===== config.mk =====
export PLATFORM = sky130hd
export DESIGN_NAME = root_hub_port_status_ctrl
export DESIGN_NICKNAME = d
export VERILOG_FILES = /design/src/logic/port_status_pkg.sv /design/src/logic/port_timer.sv /design/src/logic/root_hub_port_status_ctrl.sv
export SDC_FILE = /design/constraint.sdc
export NUM_CORES = 1
export LEC_CHECK = 0
export CAP_MARGIN = 20
export CORE_MARGIN = 4
export CORE_UTILIZATION = 30
export DETAILED_ROUTE_END_ITERATION = 12
export DONT_BUFFER_PORTS = 1
export SYNTH_ARGS = -nofsm -noshare
export SYNTH_HDL_FRONTEND = slang
export SYNTH_HIERARCHICAL = 1
export SYNTH_SLANG_ARGS = --single-unit

===== constraint.sdc =====
create_clock -name sys_clk -period 3.1 [get_ports sys_clk]
set_input_delay 0.155 -clock sys_clk [delete_from_list [all_inputs] [get_ports sys_clk]]
set_output_delay 0.155 -clock sys_clk [all_outputs]
set_load 0.1 [all_outputs]

===== src/logic/port_status_pkg.sv =====
/*
 * port_status_pkg: register offset, bit positions and timing counts for the
 * root hub downstream port status and control word.
 * assumes: a 100 MHz system clock.
 */
package port_status_pkg;

	// ==========================================================
	// register map
	localparam logic [7:0] PORT_STATUS_CONTROL_OFFSET = 8'h54;

	// ==========================================================
	// bit positions inside the word
	localparam int BIT_ATTACHED  = 0;
	localparam int BIT_ENABLE    = 1;
	localparam int BIT_SUSPEND   = 2;
	localparam int BIT_OVERCUR   = 3;
	localparam int BIT_RESET     = 4;
	localparam int BIT_CONN_CHG  = 16;
	localparam int BIT_EN_CHG    = 17;
	localparam int BIT_SUSP_CHG  = 18;
	localparam int BIT_OC_CHG    = 19;
	localparam int BIT_RST_CHG   = 20;

	// ==========================================================
	// timing, clock at 100 MHz
	localparam int CLK_PERIOD_NS   = 10;
	localparam int RESET_TIME_US   = 10;
	localparam int RESUME_TIME_US  = 20;
	localparam int RESET_CYCLES    = (RESET_TIME_US * 1000) / CLK_PERIOD_NS;
	localparam int RESUME_CYCLES   = (RESUME_TIME_US * 1000) / CLK_PERIOD_NS;
	localparam int TIMER_W         = 12;

	// ==========================================================
	// port sequencer states
	typedef enum logic [1:0] {
		SEQ_IDLE,
		SEQ_RESET,
		SEQ_RESUME
	} seq_state_e;

endpackage


===== src/logic/port_timer.sv =====
/*
 * port_timer: down counter that times the port reset and resume intervals.
 * assumes: start is a one-cycle pulse; load value is nonzero.
 */
`timescale 1ns/1ps
module port_timer
	import port_status_pkg::*;
(
	// clock and reset
	input  wire logic               sys_clk,
	input  wire logic               rst_n,
	// control
	input  wire logic               start,
	input  wire logic [TIMER_W-1:0] load,
	// result
	output logic                    done_q
);

	logic [TIMER_W-1:0] count_q;
	logic               busy_q;

	// ==========================================================
	// counter: reload on start, pulse done on reaching one
	always_ff @(posedge sys_clk) begin
		if (!rst_n) begin
			count_q <= '0;
			busy_q  <= 1'b0;
			done_q  <= 1'b0;
		end else begin
			done_q <= 1'b0;
			if (start) begin
				count_q <= load;
				busy_q  <= 1'b1;
			end else if (busy_q) begin
				if (count_q == TIMER_W'(1)) begin
					busy_q <= 1'b0;
					done_q <= 1'b1;
				end
				count_q <= count_q - TIMER_W'(1);
			end
		end
	end

endmodule


===== src/logic/root_hub_port_status_ctrl.sv =====
/*
 * root_hub_port_status_ctrl: status and control bits of one root hub
 * downstream port, with write-one commands and the reset and resume sequencer.
 * assumes: the register port below is a simple word strobe from the host
 * controller decode; connect, overcurrent and error events come from the
 * port logic, synchronous to sys_clk.
 * limitation: reset or resume writes while a sequence runs are dropped.
 * a write that asks for both reset and resume is taken as a reset.
 * change bits 16..20 clear by writing one; a set in the same cycle wins.
 */
// Summary of operation
// - write one bit4 starts reset, status reads one
// - reset end sets change, clears reset status
// - reset write while detached sets connect change
// - bit3 shows overcurrent only when per-port
// - write one bit3 resumes only when suspended
// - suspend set by write, cleared at resume end
// - suspend write while detached sets connect change
// - suspend cleared at reset end, hc resume
// - downstream resume of suspended port reaches controller
// - hub clears enable on faults, sets change
// - enable by commands, never while detached
// - enable set at reset or resume end
// - bit0 reads attach, one when nonremovable
// - enable write while detached sets connect change
`timescale 1ns/1ps
module root_hub_port_status_ctrl
	import port_status_pkg::*;
(
	// clock and reset
	input  wire logic        sys_clk,
	input  wire logic        rst_n,
	// register access
	input  wire logic [7:0]  reg_addr,
	input  wire logic        reg_wr,
	input  wire logic        reg_rd,
	input  wire logic [31:0] reg_wdata,
	output logic [31:0]      reg_rdata_q,
	// port side events
	input  wire logic        device_present,
	input  wire logic        device_nonremovable,
	input  wire logic        overcurrent_in,
	input  wire logic        per_port_overcurrent,
	input  wire logic        port_power_lost,
	input  wire logic        bus_error,
	input  wire logic        downstream_resume,
	input  wire logic        hc_resume_state,
	// port drive and controller notification
	output logic             port_reset_drive_q,
	output logic             port_resume_drive_q,
	output logic             resume_to_hc_q
);

	// status bits
	logic       port_reset_active_q;
	logic       port_suspended_q;
	logic       port_enabled_q;
	logic       reset_done_change_q;
	logic       suspend_change_flag_q;
	logic       connect_change_flag_q;
	logic       enable_change_q;
	logic       overcur_change_q;
	logic       attached_prev_q;
	seq_state_e seq_q;

	// decoded strobes and derived levels
	logic        hit_wr;
	logic        cmd_clr_enable;
	logic        cmd_set_enable;
	logic        cmd_set_suspend;
	logic        cmd_resume;
	logic        cmd_set_reset;
	logic        device_attached;
	logic        port_overcurrent_flag;
	logic        reset_done;
	logic        resume_done;
	logic        timer_start;
	logic        timer_done;
	logic        hw_disable;
	logic        detach_event;
	logic [TIMER_W-1:0] timer_load;
	logic [31:0] status_word;

	// change events and write-one clears, bit 16 upwards
	logic [4:0]  change_set;
	logic [4:0]  change_clr;

	// ==========================================================
	// command decode: each bit only a write-one strobe
	assign hit_wr          = reg_wr && (reg_addr == PORT_STATUS_CONTROL_OFFSET);
	assign cmd_clr_enable  = hit_wr && reg_wdata[BIT_ATTACHED];
	assign cmd_set_enable  = hit_wr && reg_wdata[BIT_ENABLE];
	assign cmd_set_suspend = hit_wr && reg_wdata[BIT_SUSPEND];
	assign cmd_resume      = hit_wr && reg_wdata[BIT_OVERCUR];
	assign cmd_set_reset   = hit_wr && reg_wdata[BIT_RESET];

	// ==========================================================
	// live status levels
	assign device_attached       = device_present || device_nonremovable;
	assign port_overcurrent_flag = per_port_overcurrent && overcurrent_in;
	assign detach_event          = attached_prev_q && !device_attached;
	assign hw_disable            = overcurrent_in || detach_event || port_power_lost || bus_error;

	// ==========================================================
	// sequencer timer
	// a new interval starts only from idle on an attached port
	assign timer_start = (seq_q == SEQ_IDLE) && device_attached
		&& (cmd_set_reset || (cmd_resume && port_suspended_q));
	assign timer_load  = cmd_set_reset ? TIMER_W'(RESET_CYCLES) : TIMER_W'(RESUME_CYCLES);
	assign reset_done  = timer_done && (seq_q == SEQ_RESET);
	assign resume_done = timer_done && (seq_q == SEQ_RESUME);

	// one down counter times both intervals
	port_timer u_timer (
		.sys_clk (sys_clk),
		.rst_n   (rst_n),
		.start   (timer_start),
		.load    (timer_load),
		.done_q  (timer_done)
	);

	// ==========================================================
	// sequencer: reset has priority over resume
	always_ff @(posedge sys_clk) begin
		if (!rst_n) begin
			seq_q <= SEQ_IDLE;
		end else begin
			unique case (seq_q)
				SEQ_IDLE: begin
					if (timer_start && cmd_set_reset) begin
						seq_q <= SEQ_RESET;
					end else if (timer_start) begin
						seq_q <= SEQ_RESUME;
					end
				end
				SEQ_RESET: begin
					if (timer_done) begin
						seq_q <= SEQ_IDLE;
					end
				end
				SEQ_RESUME: begin
					if (timer_done) begin
						seq_q <= SEQ_IDLE;
					end
				end
				default: seq_q <= SEQ_IDLE;
			endcase
		end
	end

	// ==========================================================
	// port reset status
	always_ff @(posedge sys_clk) begin
		if (!rst_n) begin
			port_reset_active_q <= 1'b0;
		end else if (timer_start && cmd_set_reset) begin
			port_reset_active_q <= 1'b1;
		end else if (reset_done) begin
			port_reset_active_q <= 1'b0;
		end
	end

	// ==========================================================
	// suspend status: set by command, cleared at resume end
	always_ff @(posedge sys_clk) begin
		if (!rst_n) begin
			port_suspended_q <= 1'b0;
		end else if (resume_done || reset_done || hc_resume_state) begin
			port_suspended_q <= 1'b0;
		end else if (cmd_set_suspend && device_attached) begin
			port_suspended_q <= 1'b1;
		end
	end

	// ==========================================================
	// enable status
	always_ff @(posedge sys_clk) begin
		if (!rst_n) begin
			port_enabled_q <= 1'b0;
		end else if (!device_attached) begin
			port_enabled_q <= 1'b0;
		end else if (hw_disable || cmd_clr_enable) begin
			port_enabled_q <= 1'b0;
		end else if (cmd_set_enable || reset_done || resume_done) begin
			port_enabled_q <= 1'b1;
		end
	end

	// ==========================================================
	// attach history for the connect and detach edges
	always_ff @(posedge sys_clk) begin
		if (!rst_n) begin
			attached_prev_q <= 1'b0;
		end else begin
			attached_prev_q <= device_attached;
		end
	end

	// ==========================================================
	// change events, index 0 is bit 16 of the word
	assign change_set[0] = (!device_attached && (cmd_set_reset || cmd_set_suspend || cmd_set_enable))
		|| (attached_prev_q != device_attached);
	assign change_set[1] = port_enabled_q && (hw_disable || !device_attached);
	assign change_set[2] = resume_done;
	assign change_set[3] = port_overcurrent_flag;
	assign change_set[4] = reset_done;

	// write-one clears, one per change bit
	for (genvar i = 0; i <= BIT_RST_CHG - BIT_CONN_CHG; i++) begin : g_change_clr
		assign change_clr[i] = hit_wr && reg_wdata[BIT_CONN_CHG + i];
	end

	// ==========================================================
	// change flags: set wins over a write-one clear at bits 16..20
	always_ff @(posedge sys_clk) begin
		if (!rst_n) begin
			reset_done_change_q   <= 1'b0;
			suspend_change_flag_q <= 1'b0;
			connect_change_flag_q <= 1'b0;
			enable_change_q       <= 1'b0;
			overcur_change_q      <= 1'b0;
		end else begin
			if (change_set[4]) begin
				reset_done_change_q <= 1'b1;
			end else if (change_clr[4]) begin
				reset_done_change_q <= 1'b0;
			end
			if (change_set[2]) begin
				suspend_change_flag_q <= 1'b1;
			end else if (change_clr[2]) begin
				suspend_change_flag_q <= 1'b0;
			end
			if (change_set[0]) begin
				connect_change_flag_q <= 1'b1;
			end else if (change_clr[0]) begin
				connect_change_flag_q <= 1'b0;
			end
			if (change_set[1]) begin
				enable_change_q <= 1'b1;
			end else if (change_clr[1]) begin
				enable_change_q <= 1'b0;
			end
			if (change_set[3]) begin
				overcur_change_q <= 1'b1;
			end else if (change_clr[3]) begin
				overcur_change_q <= 1'b0;
			end
		end
	end

	// ==========================================================
	// port drive, dropped in the cycle the timer ends
	always_ff @(posedge sys_clk) begin
		if (!rst_n) begin
			port_reset_drive_q  <= 1'b0;
			port_resume_drive_q <= 1'b0;
		end else begin
			port_reset_drive_q  <= (seq_q == SEQ_RESET) && !timer_done;
			port_resume_drive_q <= (seq_q == SEQ_RESUME) && !timer_done;
		end
	end

	// ==========================================================
	// upstream resume notification from a suspended port
	always_ff @(posedge sys_clk) begin
		if (!rst_n) begin
			resume_to_hc_q <= 1'b0;
		end else begin
			resume_to_hc_q      <= downstream_resume && port_suspended_q;
		end
	end

	// ==========================================================
	// read view: status only, other bits zero
	always_comb begin
		status_word               = '0;
		status_word[BIT_ATTACHED] = device_attached;
		status_word[BIT_ENABLE]   = port_enabled_q;
		status_word[BIT_SUSPEND]  = port_suspended_q;
		status_word[BIT_OVERCUR]  = port_overcurrent_flag;
		status_word[BIT_RESET]    = port_reset_active_q;
		status_word[BIT_CONN_CHG] = connect_change_flag_q;
		status_word[BIT_EN_CHG]   = enable_change_q;
		status_word[BIT_SUSP_CHG] = suspend_change_flag_q;
		status_word[BIT_OC_CHG]   = overcur_change_q;
		status_word[BIT_RST_CHG]  = reset_done_change_q;
	end

	// ==========================================================
	// registered read data, zero for other addresses
	always_ff @(posedge sys_clk) begin
		if (!rst_n) begin
			reg_rdata_q <= '0;
		end else if (reg_rd && (reg_addr == PORT_STATUS_CONTROL_OFFSET)) begin
			reg_rdata_q <= status_word;
		end else begin
			reg_rdata_q <= '0;
		end
	end

endmodule


==> results of run 1 <==
synthesized netlist by cell type, types with 2 or more instances:
master / n
buf_4: 22
inv_1: 9
or4b_1: 2
or3_1: 5
ha_1: 6
o31ai_1: 3
a21boi_0: 4
nand2_1: 8
nor3b_1: 2
and2_1: 13
conb_1: 2
nand2b_1: 3
dfxtp_1: 38
nand3_1: 2
a31o_2: 2
o21ai_0: 19
a31oi_1: 10
and3_1: 2
a21oi_1: 4
buf_2: 3
and3b_1: 2
clkbuf_1: 5
or4_1: 5
power groups by stage:
stage               combinational (W)  sequential, W  clock [W]
floorplan                    0.000157       0.000504          0
global placement             0.000135       0.000504          0
detailed placement           0.000135       0.000504          0
CTS                          0.000146       0.000493   0.000522
global route                 0.000152       0.000493   0.000540
finish                       0.000147       0.000493   0.000506
logic make-up (layout without fill, tap and decap cells):
| logic type | after synthesis | after routing | share of synthesized area (%) |
|---|---|---|---|
| and+or+nand+nor | 63 | 63 | 23.33 |
| adders and majority gates | 6 | 6 | 3.942 |
| xor gates and xnor gates | 2 | 2 | 0.9200 |
| other | 2 | 30 | 0.3944 |
| AOI/OAI and AO/OA | 53 | 53 | 18.20 |
| buffers and inverters | 41 | 26 | 13.27 |
| DFF | 38 | 38 | 39.95 |
stage by stage:
step / utilization, % / area (µm²) / total power [W] / hold WS, ns
2_1_floorplan: - / 2009 / 0.0006609 / 0.2307
3_3_place_gp: 31.40 / 1892 / 0.0006392 / 0.2366
3_5_place_dp: 31.40 / 1892 / 0.0006396 / 0.2363
4_1_cts: 35.01 / 2110 / 0.001160 / 0.002749
5_1_grt: 35.01 / 2110 / 0.001185 / 0.0003790
6_report: 35.01 / 2110 / 0.001145 / 0.01280
worst max-delay path: stages, from the launching register on:
cell     delay (ns)
dfxtp_1        0.36
or4_1          0.70
or4_4          0.58
a22o_1         0.19
per-layer routing:
layer	vias to the layer above	wire length, µm	global-route usage, %
met2	50	1789	17.26
met5	-	0	0
met4	0	87	5.579
li1	705	-	-
met1	630	1746	12.93
met3	8	347	3.575
path summary, 6_finish.rpt:
| check | startpoint | endpoint | slack, ns |
|---|---|---|---|
| worst max-delay path | u_timer/count_q[3] | u_timer/busy_q | 1.17 |
| worst min-delay path | rst_n | u_timer/count_q[7] | 0.01 |
| worst max register to register | u_timer/count_q[3] | u_timer/busy_q | 1.17 |
| worst min register to register | overcur_change_q | reg_rdata_q[19] | 0.45 |
layout by cell type, fill, tap and decap left out, types with 6 or more instances in the layout:
master	Yosys	layout
conb_1	2	30
dlygate4sd3_1	0	8
nand2_1	8	8
a31oi_1	10	10
inv_1	9	9
dfxtp_1	38	38
and2_1	13	13
ha_1	6	6
o21ai_0	19	19
repair_timing:
item                       CTS  global route
hold endpoints to repair    15             0
setup endpoints to repair    0             0
hold buffers                 8             0
setup buffers                0             0
cell type report:
class | instances | area, µm² | area share, %
tap | 75 | 93.84 | 4.448
timing repair buffer | 9 | 87.58 | 4.152
sequential | 38 | 760.7 | 36.06
clock buffer | 5 | 68.82 | 3.262
inverter | 9 | 33.78 | 1.601
multi-input combinational | 154 | 996.0 | 47.21
clock inverter | 3 | 68.82 | 3.262
==> impl_metrics.env, run 1 <==
export IMPL_ios=87
export IMPL_core_um2=6026
export IMPL_swShare_pct=27.59
export IMPL_p_clk_share_pct=44.2
export IMPL_async_flop_share_pct=0
export IMPL_start_kind="flip-flop"
export IMPL_ys_ff_latch=38
export IMPL_portBuffers=0
export IMPL_grt_overflow=0
export IMPL_critical_path_peak_fanout=9
export IMPL_worstPathArrival_ns=2.12
export IMPL_worstPathRequired_ns=3.29
export IMPL_drive_gt1_share_pct=11.01
export IMPL_first_pass_iters=4
export IMPL_track_usage_pct=10.82
export IMPL_min_path_type="input port to flip-flop"
export IMPL_switchingPower_w=0.0003159
export IMPL_die_y_um=87.67
export IMPL_grt_pass1_wl_um=6341
export IMPL_largest_register="u_timer/count_q"
export IMPL_seq_area_frac_synth_pct=39.95
export IMPL_final_antenna_net_count=0
export IMPL_via_per_inst=4.754
export IMPL_cts_root_buffer="clkbuf_8"
export IMPL_die_w_um=87.67
export IMPL_worst_pin_slew_ns=0.9530
export IMPL_cts_resized=0
export IMPL_worstSetupEndpointType="flip-flop"
export IMPL_cts_buffers=5
export IMPL_syn_area_um2=1904
export IMPL_die_area_um2=7686
export IMPL_setup_viol_count_final=0
export IMPL_antenna_found_initial=0
export IMPL_grt_max_degree=22
export IMPL_htreeDepth=2
export IMPL_relSlewSlack_pct=36.38
export IMPL_synth_largest_area_cell="dfxtp_1"
export IMPL_cts_buffer_depth=2
export IMPL_clkTransAtPathRegs_ns=0.08
export IMPL_grt_pass1_vias=1334
export IMPL_comb_power_share_pct=12.8
export IMPL_num_vias=1393
export IMPL_rows=28
export IMPL_fillerInstances=623
export IMPL_clkSinkCount=38
export IMPL_yosysWarnings=6
export IMPL_clk_latency_ns=0.29
export IMPL_synth_cell_types=57
export IMPL_peakVddDrop_uv=240.3
export IMPL_drc=0
export IMPL_stdcell_count=293
export IMPL_drtIter0Drc=84
export IMPL_tns_ns=0
export IMPL_period_minus_slack_ns=1.930
export IMPL_dp_cells=277
export IMPL_syn_area_per_cell_um2=9.289
export IMPL_final_max_slew_viol_count=0
export IMPL_start_util_pct=31.60
export IMPL_pre_cts_slack_ns=1.181
export IMPL_clock_fmax_mhz=518.1
export IMPL_power_frac_seq_pct=43.0
export IMPL_ys_top_cells_by_area="dfxtp_1 40%, buf_4 8.7%, o21ai_0 5.0%"
export IMPL_hold_depth=2
export IMPL_synth_flop_cell="dfxtp_1"
export IMPL_intPower_w=0.0008292
export IMPL_synth_top_area_share_pct=39.95
export IMPL_dp_hpwl_um=2713
export IMPL_max_cap_violations=0
export IMPL_routedWlPerCell_um=13.55
export IMPL_antenna_cells=0
export IMPL_fin_nets=275
export IMPL_run_status="finished, final reports clean"
export IMPL_power_density_nw_per_um2=542.8
export IMPL_synth_edff_count=0
export IMPL_wl_um=3971
export IMPL_criticalPathCategory="flip-flop to flip-flop"
export IMPL_leakage_nw=0.8609
export IMPL_largest_reg_flops=12
export IMPL_syn_inst=205
export IMPL_finalClockSkew_ns=0.002878
export IMPL_gp_congestion=0.7500
export IMPL_largestRegisters="u_timer/count_q (12), reg_rdata_q (10), seq_q (2)"
export IMPL_finalWorstSetupSlack_ns=1.170
export IMPL_rsz0062_at_grt="false"
export IMPL_min_period_over_period_pct=62.26
export IMPL_reg2reg_depth=3
export IMPL_cts_tree="built"
export IMPL_area_delta_synth_final_pct=10.78
export IMPL_hold_viol=0
No activity file was read; power rests on OpenSTA's default activity.
==> inputs of run 2 (changes only) <==
==> constraint.sdc (replaced) <==
create_clock -name sys_clk -period 2 [get_ports sys_clk]
set_input_delay 0.1 -clock sys_clk [delete_from_list [all_inputs] [get_ports sys_clk]]
set_output_delay 0.1 -clock sys_clk [all_outputs]
set_load 0.1 [all_outputs]
==> run 2 against run 1 <==
Effect of this change:
- critical path depth is the same
- die area unchanged
- global-route usage decreased by 0.26 points
- sequential cell count unchanged
- total power up 55%
- design area up 6.8%
- sequential power up 55%
- register-to-register slack worse by 1.0 ns
- final cell count is 6.1% higher
- via count increased by 7.8%
- clock-buffer cell count is the same
- sequential share of layout area is 2.3 points lower
==> impl_metrics.env, run 2 (synthesis gave the netlist of run 1 again) <==
export IMPL_run_status="finished, final reports clean"
export IMPL_antenna_cells=0
export IMPL_final_max_slew_viol_count=0
export IMPL_drc=0
export IMPL_worstPathRequired_ns=2.19
export IMPL_cts_buffers=5
export IMPL_finalPower_w=0.001772
export IMPL_grt_max_degree=23
export IMPL_final_cell_area_um2=2252
export IMPL_largestRegisters="u_timer/count_q (12), reg_rdata_q (10), seq_q (2)"
export IMPL_die_w_um=87.67
export IMPL_layout_commonest_cell="dfxtp_1"
export IMPL_cts_root_buffer="clkbuf_8"
export IMPL_largest_reg_flops=12
export IMPL_hold_start="reg_wdata[18]"
export IMPL_drtIter0Drc=33
export IMPL_rows=28
export IMPL_max_stage_delay_ns=0.67
export IMPL_finalWorstSetupSlack_ns=0.1227
export IMPL_start_kind="flip-flop"
export IMPL_finalClockSkew_ns=0.005773
export IMPL_rsz0062_at_grt="false"
export IMPL_routedWlPerCell_um=12.86
export IMPL_via_per_inst=4.826
export IMPL_max_cap_violations=0
export IMPL_clk_latency_ns=0.29
export IMPL_place_area_um2=2012
export IMPL_min_period_over_period_pct=93.87
export IMPL_criticalPathCategory="flip-flop to flip-flop"
export IMPL_tns_ns=0
export IMPL_power_density_nw_per_um2=786.8
export IMPL_track_usage_pct=10.55
export IMPL_die_y_um=87.67
export IMPL_die_area_um2=7686
export IMPL_grt_pass1_wl_um=6334
export IMPL_peakVddDrop_uv=382.9
export IMPL_setup_worst_path_start="u_timer/count_q[4]"
export IMPL_rr_startpoint="u_timer/count_q[4]"
export IMPL_setup_viol_count_final=0
export IMPL_largest_register="u_timer/count_q"
export IMPL_drive_gt1_share_pct=16.95
export IMPL_worstSetupEndpointType="flip-flop"
export IMPL_gp_congestion=0.7946
export IMPL_wl_um=3999
export IMPL_fin_nets=293
export IMPL_final_antenna_net_count=0
export IMPL_portBuffers=0
export IMPL_fillerInstances=622
export IMPL_first_pass_iters=4
export IMPL_cts_tree="built"
export IMPL_dp_hpwl_um=2837
export IMPL_cpMaxStageDelayCell="or4_1"
export IMPL_start_util_pct=31.60
export IMPL_clkSinkCount=38
export IMPL_grt_pass1_vias=1349
export IMPL_grt_overflow=0
export IMPL_core_um2=6026
export IMPL_area_delta_synth_final_pct=18.27
export IMPL_path_cells="or4_1, or4_4, a22o_1"
export IMPL_antenna_found_initial=0
export IMPL_leakage_nw=0.9697
export IMPL_htreeDepth=2
export IMPL_multiInputGateArea_um2=996.0
export IMPL_relSlewSlack_pct=51.45
export IMPL_worst_pin_slew_ns=0.7283
export IMPL_worstPathArrival_ns=2.06
export IMPL_ios=87
export IMPL_hold_viol=0
export IMPL_finalHoldWorstSlack_ns=0.04203
export IMPL_pre_cts_slack_ns=0.1344
export IMPL_clkTransAtPathRegs_ns=0.08
export IMPL_num_vias=1501
export IMPL_mostFrequentLayoutCells="38 x dfxtp_1, 30 x conb_1, 18 x o21ai_0, 17 x buf_4, 13 x and2_1"
export IMPL_cts_buffer_depth=2
export IMPL_min_path_type="input port to flip-flop"
export IMPL_critical_path_peak_fanout=9
export IMPL_clock_fmax_mhz=532.7
export IMPL_period_minus_slack_ns=1.877
export IMPL_regArea_um2=760.7
==> run 2: layer usage <==
metal	vias to the layer above	GRT usage (%)	part of all wire (%)
met2	51	17.12	46
li1	740	-	-
met5	-	0	0
met4	0	3.766	1.4
met1	702	13.30	44
met3	8	3.104	8.6
==> run 2: cell type report <==
cell class,count,area share (%)
Multi-Input combinational cell,154,44.22
Sequential cell,38,33.78
Timing Repair Buffer,27,10.22
Tap cell,75,4.167
Clock buffer,5,3.056
Clock inverter,3,3.056
Inverter,9,1.500
==> run 2: worst max-delay path, delay by kind of cell, from the launching register on <==
| kind | cells | cell delay (ns) |
|---|---|---|
| and+or+nand+nor | 2 | 1.24 |
| AOI/OAI and AO/OA | 1 | 0.19 |
| DFF | 1 | 0.34 |
==> run 2: metrics by stage <==
stage          utilization [%]  std cells
4_1_cts                  37.33        311
2_1_floorplan                -        233
5_1_grt                  37.38        311
3_3_place_gp             33.39        293
6_report                 37.38        311
3_5_place_dp             33.39        293
==> run 2: final timing paths <==
path	slack (ns)	cells past startpoint	to
worst max register to register	0.12	3	u_timer/busy_q
worst min register to register	0.45	1	reg_rdata_q[17]
worst min-delay path	0.04	2	suspend_change_flag_q
worst max-delay path	0.12	3	u_timer/busy_q
==> run 2: repair_timing <==
action / in CTS / in global routing
hold buffers: 10 / 0
endpoints found under the setup margin: 0 / 2
hold endpoints to repair: 25 / 0
setup buffers: 0 / 0
gates resized for setup: 0 / 2
==> run 2: report_power, final <==
group          switching, W  internal, W
clock              0.000280     0.000500
combinational      0.000205    0.0000248
sequential       0.00000201     0.000761
==> inputs of run 3 (changes only) <==
--- a/config.mk
+++ b/config.mk
@@ -12,5 +12,4 @@
 export DONT_BUFFER_PORTS = 1
 export SYNTH_ARGS = -nofsm -noshare
 export SYNTH_HDL_FRONTEND = slang
-export SYNTH_HIERARCHICAL = 1
 export SYNTH_SLANG_ARGS = --single-unit
==> run 3 against run 2 <==
Effect of this change:
- sequential power about the same
- critical endpoint is now reg_rdata_q[3]
- core utilization up 0.37 points
- routed wire length down 2.9%
==> impl_metrics.env, run 3 <==
export IMPL_run_status="finished, final reports clean"
export IMPL_cts_buffer_depth=2
export IMPL_syn_area_per_cell_um2=9.468
export IMPL_ys_ff_latch=38
export IMPL_grt_overflow=0
export IMPL_tns_ns=0
export IMPL_fin_nets=285
export IMPL_cts_tree="built"
export IMPL_portBuffers=0
export IMPL_core_um2=5921
export IMPL_drive_gt1_share_pct=17.11
export IMPL_p_clk_share_pct=44.4
export IMPL_hold_viol=0
export IMPL_cts_setup_buffers=0
export IMPL_ys_top_cells_by_area="dfxtp_1 41%, buf_4 9.4%, a21oi_1 4.1%"
export IMPL_via_per_inst=4.667
export IMPL_min_period_over_period_pct=90.44
export IMPL_synth_edff_count=0
export IMPL_ys_top_cells_by_count="38 x dfxtp_1, 23 x buf_4, 15 x a21oi_1"
export IMPL_area_delta_synth_final_pct=21.66
export IMPL_clkTransAtPathRegs_ns=0.07
export IMPL_multiInputGateArea_um2=920.9
export IMPL_antenna_cells=0
export IMPL_worst_pin_slew_ns=0.6119
export IMPL_comb_power_share_pct=13.3
export IMPL_reg2reg_depth=7
export IMPL_rows=28
export IMPL_synth_most_common_cell="dfxtp_1"
export IMPL_die_area_um2=7438
export IMPL_switchingPower_w=0.0004816
export IMPL_final_antenna_net_count=0
export IMPL_ios=87
export IMPL_final_cell_area_um2=2235
export IMPL_largest_register="u_timer.count_q"
export IMPL_wl_um=3882
export IMPL_synth_cell_types=49
export IMPL_intPower_w=0.001324
export IMPL_drtIter0Drc=48
export IMPL_antenna_found_initial=0
export IMPL_largestRegisters="u_timer.count_q (12), reg_rdata_q (10), seq_q (2)"
export IMPL_die_y_um=86.25
export IMPL_setup_viol_count_final=0
export IMPL_async_flop_share_pct=0
export IMPL_fillerInstances=605
export IMPL_gr_usage_met1_pct=12.40
export IMPL_die_w_um=86.25
export IMPL_peakVddDrop_uv=361.2
export IMPL_routedWlPerCell_um=12.81
export IMPL_utilization_pct=37.74
export IMPL_cts_buffers=5
export IMPL_start_kind="input port"
export IMPL_syn_area_um2=1837
export IMPL_power_density_nw_per_um2=808.0
export IMPL_largest_reg_flops=12
export IMPL_regArea_um2=760.7
export IMPL_layout_commonest_cell="dfxtp_1"
export IMPL_first_pass_iters=4
export IMPL_min_path_type="input port to flip-flop"
export IMPL_use_met2_pct=18.36
export IMPL_max_cap_violations=0
export IMPL_period_minus_slack_ns=1.809
export IMPL_swShare_pct=26.67
export IMPL_rsz0062_at_grt="false"
export IMPL_hold_depth=2
export IMPL_htreeDepth=2
export IMPL_drc=0
export IMPL_clk_latency_ns=0.29
export IMPL_syn_inst=194
export IMPL_start_util_pct=31.02
export IMPL_gp_congestion=0.7770
export IMPL_clkSinkCount=38
export IMPL_met3_usage_pct=3.137
export IMPL_mostFrequentLayoutCells="38 x dfxtp_1, 22 x conb_1, 19 x buf_4, 15 x a21oi_1, 14 x dlygate4sd3_1"
export IMPL_leakage_nw=0.9147
export IMPL_synth_largest_area_cell="dfxtp_1"
export IMPL_grt_max_degree=17
export IMPL_place_area_um2=1946
export IMPL_dp_hpwl_um=2807
export IMPL_grt_pass1_wl_um=6430
export IMPL_num_vias=1414
export IMPL_synth_top_area_share_pct=41.42
export IMPL_clock_fmax_mhz=552.9
export IMPL_cts_root_buffer="clkbuf_8"
export IMPL_yosysWarnings=0
export IMPL_worstPathArrival_ns=2.04
export IMPL_critical_path_peak_fanout=3
export IMPL_track_usage_pct=10.58
export IMPL_criticalPathCategory="input port to flip-flop"
export IMPL_worstPathRequired_ns=2.23
export IMPL_synth_flop_cell="dfxtp_1"
export IMPL_finalPower_w=0.001806
export IMPL_grt_pass1_vias=1395
export IMPL_finalClockSkew_ns=0.007824
export IMPL_relSlewSlack_pct=58.89
export IMPL_final_max_slew_viol_count=0
export IMPL_power_frac_seq_pct=42.3
export IMPL_seq_area_frac_synth_pct=41.42
export IMPL_busiest_layer="met2"
export IMPL_worstSetupEndpointType="flip-flop"
[run 3: cell count changes in the layout (fill, tap and decap cells not counted), sizes merged, moves of 4 or more]
cell / before / now
a21oi: 4 / 16
a21boi: 4 / 0
xor2: 1 / 6
nor4: 1 / 6
and2: 15 / 8
o21ai: 19 / 2
or3: 5 / 1
or4: 6 / 0
nor2: 1 / 9
a31oi: 10 / 2
conb: 30 / 22
nor3: 0 / 8
dlygate4sd3: 9 / 14
[run 3: final cells by class]
class	instances	share of cell area (%)
inverter	9	1.512
sequential	38	34.04
clock inverter	2	2.688
tap	75	4.199
multi-input combinational	140	41.21
clock buffer	6	3.695
timing repair buffer	33	12.65
[run 3: per-layer routing]
metal / wire [µm] / up-vias
met5: 0 / -
met4: 51 / 0
met3: 373 / 6
met2: 1831 / 51
met1: 1626 / 653
li1: - / 704
[run 3: worst max-delay path: stages]
cell,delay (ns)
dlygate4sd3_1,0.55
nand2_1,0.07
dlygate4sd3_1,0.56
nor4_1,0.18
dlygate4sd3_1,0.58
[run 3: repair_timing]
action,in CTS,in global routing
setup endpoints to repair,0,1
resized for setup,0,2
hold endpoints to repair,13,0
hold buffers,14,0
[run 3: path summary, 6_finish.rpt]
| kind | slack, ns | end | start |
|---|---|---|---|
| min | 0.02 | u_timer.count_q[4] | reg_wdata[4] |
| max | 0.19 | reg_rdata_q[3] | overcurrent_in |
| min reg2reg | 0.45 | reg_rdata_q[4] | port_reset_active_q |
| max reg2reg | 0.20 | u_timer.count_q[1] | seq_q[0] |
[run 3: logic make-up (layout without fill, tap and decap cells)]
logic type,count (synthesis),count (layout),share of synthesized area (%)
simple gates,67,67,23.16
flops,38,38,41.42
buf+inv,37,50,13.08
compound gates,34,34,12.60
xor+xnor,9,9,4.292
fa+ha+maj,6,6,4.087
mux,2,2,1.158
other cells,1,22,0.2042
[run 3: power by group through the flow]
stage / registers [W] / clock network, W / logic (W)
2_1_floorplan: 0.000781 / 0 / 0.000246
5_1_grt: 0.000764 / 0.000857 / 0.000249
6_report: 0.000763 / 0.000802 / 0.000240
4_1_cts: 0.000763 / 0.000830 / 0.000239
3_5_place_dp: 0.000781 / 0 / 0.000216
3_3_place_gp: 0.000781 / 0 / 0.000216
[run 3: stage by stage]
stage	hold slack, ns	instances	setup slack (ns)
5_1_grt	0.02262	303	0.01515
2_1_floorplan	0.1714	215	0.3324
6_report	0.02296	303	0.1912
3_3_place_gp	0.1731	281	0.2946
3_5_place_dp	0.1748	281	0.2123
4_1_cts	0.008795	303	0.1320
